[src/rtl/ext_ops_defs.vh]
`ifndef EXT_OPS_DEFS_VH
`define EXT_OPS_DEFS_VH
// ==========================================
// opcodes
`define OP_LDC_AUTOINC_ST   8'hd3
`define OP_LDX_LOAD         8'h82
`define OP_LDX_STORE        8'h92
`define OP_LDX_AI_LOAD      8'h83
`define OP_LDX_AI_STORE     8'h93
`define OP_NOP              8'hff
`define OP_OR_RR            8'h42
`define OP_POP_R            8'h50
`define OP_POP_IR           8'h51
`define OP_PUSH_R           8'h70
`define OP_PUSH_IR          8'h71
// ==========================================
// register file and operand fields
`define WREG_NIBBLE         4'he
`define SP_HIGH_ADDR        8'hfe
`define SP_LOW_ADDR         8'hff
`define SP_RESET            16'h0000
// ==========================================
// flag bit positions in the flag byte
`define FLAG_C              7
`define FLAG_Z              6
`define FLAG_S              5
`define FLAG_V              4
`define FLAG_D              3
`define FLAG_H              2
// ==========================================
// cycle counts
`define CYC_NOP             5'd6
`define CYC_LDX             5'd12
`define CYC_LDX_AI          5'd18
`define CYC_OR              5'd6
`define CYC_POP             5'd10
`define CYC_PUSH_INT        5'd10
`define CYC_PUSH_EXT        5'd12
`define CYC_ILLEGAL         5'd6
`endif

[src/rtl/ext_data_or_stack_ops.v]
// Overview of operation
// RULE1 - load_external moves a byte between external memory at a pair and a register
// RULE2 - load_external_autoinc copies a byte, then bumps register and pair; 18 cycles
// RULE3 - external data forms exist only when the external data space option is set
// RULE4 - load_program_autoinc stores register byte to program memory, then bumps both
// RULE5 - no-operation changes nothing, flags kept, and takes six cycles
// RULE6 - OR stores dst OR src into dst, source left alone
// RULE7 - OR sets Z on zero, S from bit 7, clears V, keeps C, D, H
// RULE8 - operand high nibble 1110B selects a working register by its low nibble
// RULE9 - opcode 42 then one byte: high nibble dst, low nibble src
// RULE10 - pop reads stack location first, then increments stack pointer
// RULE11 - stack pointer lives in control registers FEH and FFH
// RULE12 - pop uses opcode 50 direct and 51 indirect, one operand byte
// RULE13 - external stack reads use the full 16-bit stack pointer
// RULE14 - push 70 takes 10 internal or 12 external; 71 takes 10 always
// RULE15 - push decrements stack pointer first, then writes source there
// RULE16 - pointer pair: even register is high byte, next odd is low byte
`timescale 1ns/10ps
`include "ext_ops_defs.vh"
module ext_data_or_stack_ops #(
  parameter HAS_EXT_DATA = 1
) (
  input  wire        mclk,
  input  wire        srst,
  input  wire        start,
  input  wire [7:0]  opcode,
  input  wire [7:0]  operand,
  input  wire [3:0]  rp,
  input  wire        ext_stack,
  input  wire [7:0]  flags_in,
  input  wire [7:0]  rf_rdata,
  input  wire [7:0]  mem_rdata,
  output wire        busy,
  output reg         done,
  output reg         illegal,
  output reg  [7:0]  rf_addr,
  output reg         rf_we,
  output reg  [7:0]  rf_wdata,
  output reg  [7:0]  flags_out,
  output reg         flags_we,
  output reg  [15:0] mem_addr,
  output reg         mem_rd,
  output reg         mem_we,
  output reg  [7:0]  mem_wdata,
  output reg         mem_is_prog,
  output reg  [15:0] stack_pointer_pair
);
  // ==========================================
  // states
  localparam S_IDLE  = 4'd0;
  localparam S_RDA   = 4'd1;
  localparam S_RDB   = 4'd2;
  localparam S_RDC   = 4'd3;
  localparam S_RDD   = 4'd4;
  localparam S_XFER  = 4'd5;
  localparam S_WB    = 4'd6;
  localparam S_INCA  = 4'd7;
  localparam S_INCB  = 4'd8;
  localparam S_INCC  = 4'd9;
  localparam S_WAIT  = 4'd10;

  reg [3:0]  state;
  reg [7:0]  op;
  reg [7:0]  opnd;
  reg [7:0]  ptr_hi;
  reg [7:0]  ptr_lo;
  reg [7:0]  reg_ptr;
  reg [7:0]  data;
  reg [7:0]  dst_addr;
  reg [4:0]  cycles;
  wire       last;
  wire [7:0] opnd_addr;
  wire [7:0] ind_addr;
  wire [15:0] pair_next;

  operand_resolve u_opnd (
    .operand (opnd),
    .rp      (rp),
    .address (opnd_addr)
  );
  operand_resolve u_ind (
    .operand (data),
    .rp      (rp),
    .address (ind_addr)
  );
  cycle_timer #(.W(5)) u_timer (
    .mclk  (mclk),
    .srst  (srst),
    .load  (start && state == S_IDLE),
    .count (cycles),
    .last  (last)
  );

  wire is_ext = (opcode == `OP_LDX_LOAD) || (opcode == `OP_LDX_STORE) ||
                (opcode == `OP_LDX_AI_LOAD) || (opcode == `OP_LDX_AI_STORE);
  wire known  = is_ext || opcode == `OP_LDC_AUTOINC_ST || opcode == `OP_NOP ||
                opcode == `OP_OR_RR || opcode == `OP_POP_R || opcode == `OP_POP_IR ||
                opcode == `OP_PUSH_R || opcode == `OP_PUSH_IR;
  wire refuse = !known || (is_ext && HAS_EXT_DATA == 0); // RULE3

  always @* begin
    if (refuse)
      cycles = `CYC_ILLEGAL;
    else if (opcode == `OP_NOP)
      cycles = `CYC_NOP; // RULE5
    else if (opcode == `OP_LDX_AI_LOAD || opcode == `OP_LDX_AI_STORE)
      cycles = `CYC_LDX_AI; // RULE2
    else if (opcode == `OP_LDX_LOAD || opcode == `OP_LDX_STORE || opcode == `OP_LDC_AUTOINC_ST)
      cycles = `CYC_LDX;
    else if (opcode == `OP_OR_RR)
      cycles = `CYC_OR;
    else if (opcode == `OP_PUSH_R)
      cycles = ext_stack ? `CYC_PUSH_EXT : `CYC_PUSH_INT; // RULE14
    else if (opcode == `OP_PUSH_IR)
      cycles = `CYC_PUSH_INT; // RULE14
    else
      cycles = `CYC_POP;
  end

  assign busy = (state != S_IDLE);
  // even register high, odd register low
  assign pair_next = {ptr_hi, ptr_lo} + 16'h0001; // RULE16

  wire pop_op   = (op == `OP_POP_R) || (op == `OP_POP_IR);
  wire push_op  = (op == `OP_PUSH_R) || (op == `OP_PUSH_IR);
  wire auto_op  = (op == `OP_LDX_AI_LOAD) || (op == `OP_LDX_AI_STORE) ||
                  (op == `OP_LDC_AUTOINC_ST);
  wire load_dir = (op == `OP_LDX_LOAD) || (op == `OP_LDX_AI_LOAD);
  wire [7:0] or_result = data | rf_rdata; // RULE6

  // ==========================================
  // sequencer
  always @(posedge mclk) begin
    if (srst) begin
      state <= S_IDLE;
      op <= 8'h00;
      opnd <= 8'h00;
      ptr_hi <= 8'h00;
      ptr_lo <= 8'h00;
      reg_ptr <= 8'h00;
      data <= 8'h00;
      dst_addr <= 8'h00;
      done <= 1'b0;
      illegal <= 1'b0;
      rf_addr <= 8'h00;
      rf_we <= 1'b0;
      rf_wdata <= 8'h00;
      flags_out <= 8'h00;
      flags_we <= 1'b0;
      mem_addr <= 16'h0000;
      mem_rd <= 1'b0;
      mem_we <= 1'b0;
      mem_wdata <= 8'h00;
      mem_is_prog <= 1'b0;
      stack_pointer_pair <= `SP_RESET;
    end else begin
      done <= 1'b0;
      rf_we <= 1'b0;
      flags_we <= 1'b0;
      mem_rd <= 1'b0;
      mem_we <= 1'b0;
      // software writes to FEH/FFH reach the stack pointer
      if (rf_we && rf_addr == `SP_HIGH_ADDR)
        stack_pointer_pair[15:8] <= rf_wdata; // RULE11
      if (rf_we && rf_addr == `SP_LOW_ADDR)
        stack_pointer_pair[7:0] <= rf_wdata; // RULE11
      case (state)
        S_IDLE: begin
          if (start) begin
            op <= opcode;
            opnd <= operand;
            illegal <= refuse;
            if (refuse || opcode == `OP_NOP)
              state <= S_WAIT; // RULE5
            else if (opcode == `OP_OR_RR) begin
              rf_addr <= {rp, operand[7:4]}; // RULE9
              state <= S_RDA;
            end else if (opcode == `OP_POP_R || opcode == `OP_POP_IR) begin
              mem_addr <= stack_pointer_pair; // RULE13
              mem_is_prog <= 1'b0;
              mem_rd <= ext_stack;
              rf_addr <= stack_pointer_pair[7:0];
              state <= S_RDA;
            end else begin
              rf_addr <= {rp, operand[3:1], 1'b0}; // RULE16
              state <= S_RDA;
            end
          end
        end
        S_RDA: begin
          if (op == `OP_OR_RR) begin
            data <= rf_rdata;
            rf_addr <= {rp, opnd[3:0]}; // RULE9
            state <= S_RDB;
          end else if (pop_op) begin
            data <= ext_stack ? mem_rdata : rf_rdata; // RULE10
            rf_addr <= opnd_addr;
            state <= (op == `OP_POP_IR) ? S_RDB : S_WB; // RULE12
          end else if (push_op) begin
            ptr_hi <= rf_rdata;
            rf_addr <= opnd_addr;
            state <= (op == `OP_PUSH_IR) ? S_RDB : S_XFER;
          end else begin
            ptr_hi <= rf_rdata;
            rf_addr <= {rp, opnd[3:1], 1'b1};
            state <= S_RDB;
          end
        end
        S_RDB: begin
          if (op == `OP_OR_RR) begin
            rf_addr <= {rp, opnd[7:4]};
            rf_wdata <= or_result;
            rf_we <= 1'b1;
            flags_out <= flags_in;
            flags_out[`FLAG_Z] <= (or_result == 8'h00); // RULE7
            flags_out[`FLAG_S] <= or_result[7]; // RULE7
            flags_out[`FLAG_V] <= 1'b0; // RULE7
            flags_we <= 1'b1;
            state <= S_WAIT;
          end else if (op == `OP_POP_IR) begin
            dst_addr <= (rf_rdata[7:4] == `WREG_NIBBLE) ? {rp, rf_rdata[3:0]} : rf_rdata;
            state <= S_WB;
          end else if (op == `OP_PUSH_IR) begin
            rf_addr <= (rf_rdata[7:4] == `WREG_NIBBLE) ? {rp, rf_rdata[3:0]} : rf_rdata;
            state <= S_XFER;
          end else begin
            ptr_lo <= rf_rdata;
            rf_addr <= {rp, opnd[7:4]};
            state <= S_RDC;
          end
        end
        S_RDC: begin
          reg_ptr <= rf_rdata;
          if (auto_op)
            rf_addr <= (rf_rdata[7:4] == `WREG_NIBBLE) ? {rp, rf_rdata[3:0]} : rf_rdata;
          state <= S_RDD;
        end
        S_RDD: begin
          mem_addr <= {ptr_hi, ptr_lo}; // RULE1
          mem_is_prog <= (op == `OP_LDC_AUTOINC_ST); // RULE4
          if (load_dir)
            mem_rd <= 1'b1;
          else begin
            mem_wdata <= rf_rdata;
            mem_we <= 1'b1; // RULE1
          end
          state <= S_XFER;
        end
        S_XFER: begin
          if (push_op) begin
            // decrement before write
            stack_pointer_pair <= stack_pointer_pair - 16'h0001; // RULE15
            mem_addr <= stack_pointer_pair - 16'h0001; // RULE15
            mem_wdata <= rf_rdata;
            mem_is_prog <= 1'b0;
            mem_we <= ext_stack;
            rf_addr <= stack_pointer_pair[7:0] - 8'h01;
            rf_wdata <= rf_rdata;
            rf_we <= !ext_stack;
            state <= S_WAIT;
          end else if (load_dir) begin
            rf_addr <= (op == `OP_LDX_LOAD) ? {rp, opnd[7:4]} : rf_addr;
            rf_wdata <= mem_rdata; // RULE1
            rf_we <= 1'b1;
            state <= auto_op ? S_INCA : S_WAIT;
          end else
            state <= auto_op ? S_INCA : S_WAIT;
        end
        S_WB: begin
          rf_addr <= (op == `OP_POP_IR) ? dst_addr : rf_addr;
          rf_wdata <= data;
          rf_we <= 1'b1;
          stack_pointer_pair <= stack_pointer_pair + 16'h0001; // RULE10
          state <= S_WAIT;
        end
        S_INCA: begin
          rf_addr <= {rp, opnd[7:4]};
          rf_wdata <= reg_ptr + 8'h01; // RULE2 RULE4
          rf_we <= 1'b1;
          state <= S_INCB;
        end
        S_INCB: begin
          rf_addr <= {rp, opnd[3:1], 1'b0};
          rf_wdata <= pair_next[15:8]; // RULE2 RULE4
          rf_we <= 1'b1;
          state <= S_INCC;
        end
        S_INCC: begin
          rf_addr <= {rp, opnd[3:1], 1'b1};
          rf_wdata <= pair_next[7:0]; // RULE2 RULE4
          rf_we <= 1'b1;
          state <= S_WAIT;
        end
        S_WAIT: begin
          if (last) begin
            done <= 1'b1;
            state <= S_IDLE;
          end
        end
        default: state <= S_IDLE;
      endcase
    end
  end
endmodule // ext_data_or_stack_ops

[src/rtl/operand_resolve.v]
`timescale 1ns/10ps
`include "ext_ops_defs.vh"
// ==========================================
// maps an operand byte to a register-file address
module operand_resolve (
  input  wire [7:0] operand,
  input  wire [3:0] rp,
  output wire [7:0] address
);
  assign address = (operand[7:4] == `WREG_NIBBLE) ? {rp, operand[3:0]} : operand; // RULE8
endmodule // operand_resolve

[src/rtl/cycle_timer.v]
`timescale 1ns/10ps
`include "ext_ops_defs.vh"
// ==========================================
// counts an instruction's cycles down to its final cycle
module cycle_timer #(
  parameter W = 5
) (
  input  wire         mclk,
  input  wire         srst,
  input  wire         load,
  input  wire [W-1:0] count,
  output wire         last
);
  reg [W-1:0] remain;
  always @(posedge mclk) begin
    if (srst)
      remain <= {W{1'b0}};
    else if (load)
      remain <= count - {{(W-1){1'b0}}, 1'b1};
    else if (remain != {W{1'b0}})
      remain <= remain - {{(W-1){1'b0}}, 1'b1};
  end
  assign last = (remain == {{(W-1){1'b0}}, 1'b1});
endmodule // cycle_timer

[config.mk]
export PLATFORM = sky130hd
export DESIGN_NAME = ext_data_or_stack_ops
export DESIGN_NICKNAME = d
export VERILOG_FILES = /design/src/rtl/ext_data_or_stack_ops.v /design/src/rtl/operand_resolve.v /design/src/rtl/cycle_timer.v
export VERILOG_INCLUDE_DIRS = /design/src /design/src/rtl
export SDC_FILE = /design/constraint.sdc
export NUM_CORES = 1
export LEC_CHECK = 0
export BUFFER_PORTS_ARGS = -buffer_cell sky130_fd_sc_hd__buf_2
export CAP_MARGIN = 20
export CORE_MARGIN = 3
export CORE_UTILIZATION = 58
export CTS_BUF_LIST = sky130_fd_sc_hd__clkbuf_16
export CTS_CLUSTER_SIZE = 25
export DETAILED_ROUTE_END_ITERATION = 6
export PLACE_DENSITY = 0.81
export SLEW_MARGIN = 20
export SYNTH_ARGS = -nofsm -noshare
export SYNTH_HDL_FRONTEND = slang
export SYNTH_HIERARCHICAL = 1
export SYNTH_SLANG_ARGS = --single-unit
[constraint.sdc]
create_clock -name mclk -period 2.89 [get_ports mclk]
set_input_delay 0.289 -clock mclk [delete_from_list [all_inputs] [get_ports mclk]]
set_output_delay 0.289 -clock mclk [all_outputs]
set_load 0.005 [all_outputs]
Word-level counts from Yosys, hierarchy flattened:

Cells that the tools add are included.

* register bits: 135
* word-level logic and storage cells: 213
* input bits: 48
* output and inout bits: 72

* equality and inequality tests: 48
* add/sub/neg operators: 7
* mux-type cells: 80
* reductions and logical operators: 49
* bitwise operators: 7

Operators with widths (number)
* 8-bit two-way mux: 27
* 8-bit equality test, second input constant: 12
* 16-bit two-way mux: 6
* 8-bit by 7-bit equality test with 1-bit output, second input constant: 10
* 8-bit one-hot mux with 9 select lines: 1
* 16-bit one-hot mux with 3 select lines: 1
* 8-bit one-hot mux with 6 select lines: 1
* 4-bit one-hot mux with 10 select lines: 1
* 16-bit by 1-bit adder with 16-bit output, second input constant: 2
* 4-bit two-way mux: 8
* 16-bit one-hot mux with 2 select lines: 1
* 3-bit two-way mux: 9
* 5-bit two-way mux: 5
* 4-bit equality test, second input constant: 5
* 1-bit logical OR: 19
* 2-bit != test, second input constant: 9
* 4-bit by 3-bit equality test with 1-bit output, second input constant: 4
* 8-bit one-hot mux with 2 select lines: 1
* 16-bit by 1-bit subtractor with 16-bit output, second input constant: 1
* 1-bit two-way mux: 15
* 3-bit AND reduction: 4
* 5-bit by 1-bit subtractor with 5-bit output, second input constant: 2
* 3-bit != test, second input constant: 3
* 9-bit nonzero test: 1
* other kinds (25): 43

Logic depth before layout (Yosys ltp):

* depth after elaboration: 16
* gate-level depth with buffers: 11
* depth with buffers taken out: 10

Cells and area by module:

The synthesis kept the hierarchy.

By module, submodules not included
* ext_data_or_stack_ops: area an instance 8081.5 µm², times used 1, cells each 1073, sequential area each 2602.5 µm²
* cycle_timer: area an instance 360.3 µm², times used 1, cells each 41, sequential area each 100.1 µm²
* operand_resolve: area an instance 86.3 µm², times used 1, cells each 11, sequential area each 0.0 µm²

Least setup slack after synthesis:

OpenSTA, ideal clock, no wires.

* path type: reg-to-reg
* from: reg stack_pointer_pair[0]
* to: reg rf_addr[6]
* library setup time: 0.147 ns
* period minus slack after synthesis: 2.531 ns
* stages on the path, launching flop included: 11
* buffers on the path: 2
* setup slack: 0.359 ns
* required time: 2.743 ns
* arrival: 2.384 ns
* cells stage by stage: dfxtp_1 -> clkbuf_1 -> inv_1 -> ha_1 -> clkbuf_1 -> nor3b_1 -> nand2_1 -> xnor2_1 -> a211o_1 -> a211oi_1 -> a211oi_1

* cells in the longest elaborated chain, start to end: 3

Ends and longest elaborated chain
* start: declaration: line ext_data_or_stack_ops.v:46 `output reg [15:0] stack_pointer_pair`
* start signal: assignment: line ext_data_or_stack_ops.v:155 `` stack_pointer_pair <= `SP_RESET; ``
* start signal: assignment: line ext_data_or_stack_ops.v:166 `stack_pointer_pair[7:0] <= rf_wdata;`
* start signal: assignment: line ext_data_or_stack_ops.v:252 `stack_pointer_pair <= stack_pointer_pair - 16'h0001;`
* 8-bit by 1-bit subtractor with 8-bit output: line ext_data_or_stack_ops.v:257 `rf_addr <= stack_pointer_pair[7:0] - 8'h01;`
* 8-bit two-way mux: line ext_data_or_stack_ops.v:250 `if (push_op) begin`
* 8-bit one-hot mux with 9 select lines: line ext_data_or_stack_ops.v:167 `case (state)`
* end signal: assignment: line ext_data_or_stack_ops.v:176 `rf_addr <= {rp, operand[7:4]};`
* end signal: assignment: line ext_data_or_stack_ops.v:257
* end signal: assignment: line ext_data_or_stack_ops.v:262 `` rf_addr <= (op == `OP_LDX_LOAD) ? {rp, opnd[7:4]} : rf_addr; ``
* end: declaration: line ext_data_or_stack_ops.v:36 `output reg [7:0] rf_addr,`

No other way between the ends.
A chain may end at the register's enable or synchronous reset.

Worst setup path in the final report:

* from: reg stack_pointer_pair[1]
* to: reg rf_addr[6]

The elaborated chain is that of the path after synthesis.

==> metrics.txt <==
# TYPE chip_impl_metric gauge
chip_impl_metric{name="drive_gt1_frac",unit=""} 0.190
chip_impl_info{name="hp-class",value="primary input to flop"} 1
chip_impl_metric{name="cts_inserted_buffers",unit=""} 17
chip_impl_metric{name="finalHoldViolations",unit=""} 0
chip_impl_metric{name="mappedNetlistArea",unit="mm^2"} 0.00853
chip_impl_metric{name="area_of_the_die",unit="mm^2"} 0.0162
chip_impl_metric{name="grtUsageTotal",unit=""} 0.370
chip_impl_metric{name="final_max_slew_viol_count",unit=""} 0
chip_impl_metric{name="yosys.area_share.adder",unit=""} 0.0103
chip_impl_metric{name="preCtsSetupSlack",unit="ns"} 0.218
chip_impl_metric{name="buffers_on_ports",unit=""} 115
chip_impl_metric{name="first_pass_iters",unit=""} 7
chip_impl_metric{name="multiplexer_share_of_the_synthesized_area",unit=""} 0.0543
chip_impl_metric{name="ys_warn_count",unit=""} 6
chip_impl_info{name="cts_tree",value="done"} 1
chip_impl_metric{name="io_pins",unit=""} 120
chip_impl_metric{name="total_core_area",unit="mm^2"} 0.0141
chip_impl_metric{name="drc_errors",unit=""} 2
chip_impl_metric{name="yosys.area_share.xor_xnor",unit=""} 0.0390
chip_impl_metric{name="die_x",unit="um"} 127
chip_impl_metric{name="synth_compound_gate_area_share",unit=""} 0.258
chip_impl_metric{name="synth_area_per_cell",unit="um^2"} 7.58
chip_impl_info{name="failed_checks",value="design-rule violations"} 1
chip_impl_metric{name="clk_latency",unit="ns"} 0.43
chip_impl_metric{name="netlist.area_leader.share",unit=""} 0.317
chip_impl_metric{name="postLayoutCellArea",unit="mm^2"} 0.0100
chip_impl_metric{name="arrival",unit="ns"} 3.05
chip_impl_metric{name="setup-violations-final",unit=""} 0
chip_impl_metric{name="cts_max_path_buffers",unit=""} 2
chip_impl_metric{name="synthesis_to_layout_area_growth",unit="%"} 17.5
chip_impl_info{name="rsz_0062_raised_after_global_routing",value="false"} 1
chip_impl_metric{name="synth_enable_flop_cells",unit=""} 0
chip_impl_metric{name="place.detailed.instances",unit=""} 1389
chip_impl_metric{name="detail_route.iter0.violations",unit=""} 1152
chip_impl_metric{name="timing.final.ws_setup",unit="ns"} 0.139
chip_impl_metric{name="synth-async-reset-ratio",unit=""} 0
chip_impl_metric{name="grt_pass1_vias",unit=""} 8546
chip_impl_info{name="clk_root_buffer_cell",value="clkbuf_16"} 1
chip_impl_metric{name="grt_start_max_net_pins",unit=""} 47
chip_impl_metric{name="cp_data_required_time",unit="ns"} 3.19
chip_impl_metric{name="power_frac_clock",unit=""} 0.279
chip_impl_metric{name="power.sequential.fraction",unit=""} 0.333
chip_impl_metric{name="post-dp-hpwl",unit="um"} 22100
chip_impl_metric{name="max_slew_margin",unit=""} 0.360
chip_impl_metric{name="yosysSeqAreaShare",unit=""} 0.317
chip_impl_metric{name="synth-simple-area-share",unit=""} 0.261
chip_impl_metric{name="post_synth_inst_count",unit=""} 1125
chip_impl_metric{name="first_pass_grt_wire_length",unit="um"} 47400
chip_impl_metric{name="skew",unit="ns"} 0.0101
chip_impl_metric{name="synth_cell_type_count",unit=""} 87
chip_impl_metric{name="achievable-frequency",unit="MHz"} 363
chip_impl_metric{name="internal_power",unit="W"} 0.00464
chip_impl_metric{name="period_minus_slack",unit="ns"} 2.75
chip_impl_metric{name="tightest_slew",unit="ns"} 0.960
chip_impl_metric{name="placement.cell_area",unit="mm^2"} 0.00943
chip_impl_metric{name="ir_worst_vdd",unit="mV"} 0.551
chip_impl_metric{name="synth.ff_latch_count",unit=""} 135
chip_impl_metric{name="net_count_of_the_finished_layout",unit=""} 1283
chip_impl_metric{name="route.vias.total",unit=""} 9604
chip_impl_metric{name="grt.overflow.total",unit=""} 0
chip_impl_info{name="worst-setup-path-type",value="flop to flop"} 1
chip_impl_info{name="synth_top_family_by_area",value="simple AND/OR/NAND/NOR gates"} 1
chip_impl_metric{name="path_max_fanout",unit=""} 8
chip_impl_metric{name="cts_repair_resizes",unit=""} 0
chip_impl_info{name="worst_setup_path_end_kind",value="flop"} 1
chip_impl_metric{name="cts.hold.buffers_added",unit=""} 0
chip_impl_metric{name="clock-sinks",unit=""} 135
chip_impl_info{name="netlist_top_cells_count",value="dfxtp_1, nand2_1, nor2_1"} 1
chip_impl_info{name="synth_flop_cell",value="dfxtp_1"} 1
chip_impl_metric{name="p_sw_frac",unit=""} 0.412
chip_impl_metric{name="wl",unit="um"} 30500
chip_impl_metric{name="setup-tns-final",unit="ns"} 0
chip_impl_metric{name="hold_ws",unit="ns"} 0.0855
chip_impl_metric{name="combPwrFrac",unit=""} 0.388
chip_impl_metric{name="timing.reg2reg.setup_slack",unit="ns"} 0.14
chip_impl_metric{name="post_cts_buffers",unit=""} 0
chip_impl_metric{name="placement_rows",unit=""} 43
chip_impl_metric{name="maxCapViolCount",unit=""} 0
chip_impl_metric{name="stdcell_count",unit=""} 1421
chip_impl_metric{name="start_util",unit=""} 0.603
chip_impl_metric{name="final_min_period_over_clock_period",unit=""} 0.952
chip_impl_metric{name="max_h_tree_level",unit=""} 4
chip_impl_metric{name="post_drt_wl_per_cell",unit="um"} 21.5
chip_impl_info{name="status",value="complete, but fails checks"} 1
chip_impl_metric{name="finalWeightedCongestion",unit=""} 1.01
chip_impl_metric{name="power.static_leakage",unit="nW"} 3.99
chip_impl_metric{name="drt.antenna.violating_nets",unit=""} 0
chip_impl_metric{name="switching_power",unit="W"} 0.00325
chip_impl_info{name="post_synth_main_area_contributors",value="dfxtp_1, a21oi_1, nand2_1"} 1
chip_impl_metric{name="vias_per_cell",unit=""} 6.76
chip_impl_metric{name="antenna_cells_inserted",unit=""} 0
chip_impl_metric{name="power_density",unit="mW/mm^2"} 787
chip_impl_metric{name="clk_pin_slew",unit="ns"} 0.07
chip_impl_info{name="crit_path_start_kind",value="flop"} 1
chip_impl_metric{name="die-height",unit="um"} 127
chip_impl_metric{name="grt_antenna_before_repair",unit=""} 0
chip_impl_info{name="synth_top_area_cell",value="dfxtp_1"} 1
## power by group through the flow
stage / combinational, W / clock (W) / sequential [W]
after floorplan: 0.00205 / 0 / 0.00247
after global placement: 0.00291 / 0 / 0.00262
after detailed placement: 0.00296 / 0 / 0.00263
after CTS: 0.00298 / 0.00219 / 0.00260
after global routing: 0.00333 / 0.00227 / 0.00265
final: 0.00306 / 0.00220 / 0.00263
## layout by cell type (no fill, tap or decap), types with 6 or more instances in the layout
master,synthesis,layout
a311oi_1,7,7
nand2_1,135,135
o41ai_1,6,6
o21ai_0,48,48
nand3_1,50,50
nor2_1,131,131
buf_4,6,63
o221ai_1,9,9
a221oi_1,14,14
buf_2,18,114
ha_1,7,7
nor4_1,11,10
nand2b_1,7,7
nor3_1,26,26
a21oi_1,104,104
a222oi_1,7,7
a211oi_1,32,32
nor3b_1,7,7
or3_1,11,11
and3_1,9,9
dfxtp_1,135,135
xor2_1,16,16
xnor2_1,22,22
a22oi_1,6,6
nor2b_1,8,8
nand4_1,14,14
o22ai_1,18,18
clkbuf_16,0,17
mux2i_1,44,44
inv_1,22,22
## path summary, 6_finish.rpt
path / cells past startpoint / to / start
worst max-delay path: 8 / rf_addr[6]$_SDFFE_PP0P_ / stack_pointer_pair[1]$_SDFF_PP0_
worst min-delay path: 3 / flags_out[7]$_SDFFE_PP0P_ / flags_in[7]
worst max register to register: 8 / rf_addr[6]$_SDFFE_PP0P_ / stack_pointer_pair[1]$_SDFF_PP0_
worst min register to register: 2 / mem_wdata[6]$_SDFFE_PP0P_ / mem_wdata[6]$_SDFFE_PP0P_
## final cells by class
| class | count | area [um^2] |
|---|---|---|
| clock buffer | 17 | 425 |
| clock inverter | 15 | 161 |
| fill | 1204 | 4130 |
| inverter | 23 | 86.3 |
| multi-input combinational | 873 | 5360 |
| sequential | 135 | 2700 |
| tap | 180 | 225 |
| timing repair buffer | 178 | 1060 |
## worst max-delay path: stages, from the launching register on
cell and delay [ns]:
dfxtp_1 0.31, inv_1 0.08, ha_1 0.35, nor3b_1 0.57
nand2_1 0.36, xnor2_1 0.23, a211o_1 0.32, a211oi_1 0.28
a211oi_1 0.13
## sequential cells by signal, indices dropped and copies added, names as in the netlist, 4 cells and up
name                flops
ptr_hi                  8
rf_wdata                8
stack_pointer_pair     16
ptr_lo                  8
u_timer/remain          5
flags_out               7
data                    8
opnd                    8
mem_wdata               8
dst_addr                8
op                      8
rf_addr                 8
state                   4
reg_ptr                 8
mem_addr               16
## logic make-up after synthesis
family / Yosys count
simple gates: 455
compound gates: 323
flops: 135
buf+inv: 120
mux: 46
xor+xnor: 38
fa+ha+maj: 7
other cells: 1
## metal layers
metal	up-vias	global-route usage	wire length, um
met5	-	0	0
met1	4506	0.526	12900
li1	4367	-	-
met4	0	0.129	1050
met3	109	0.0844	3430
met2	622	0.553	13200
## metrics by stage
stage | utilization | power [W]
after floorplan | - | 0.00451
after global placement | 0.666 | 0.00553
after detailed placement | 0.666 | 0.00559
after CTS | 0.708 | 0.00777
after global routing | 0.708 | 0.00826
final | 0.708 | 0.00789
No activity file was read; power rests on OpenSTA's default activity.
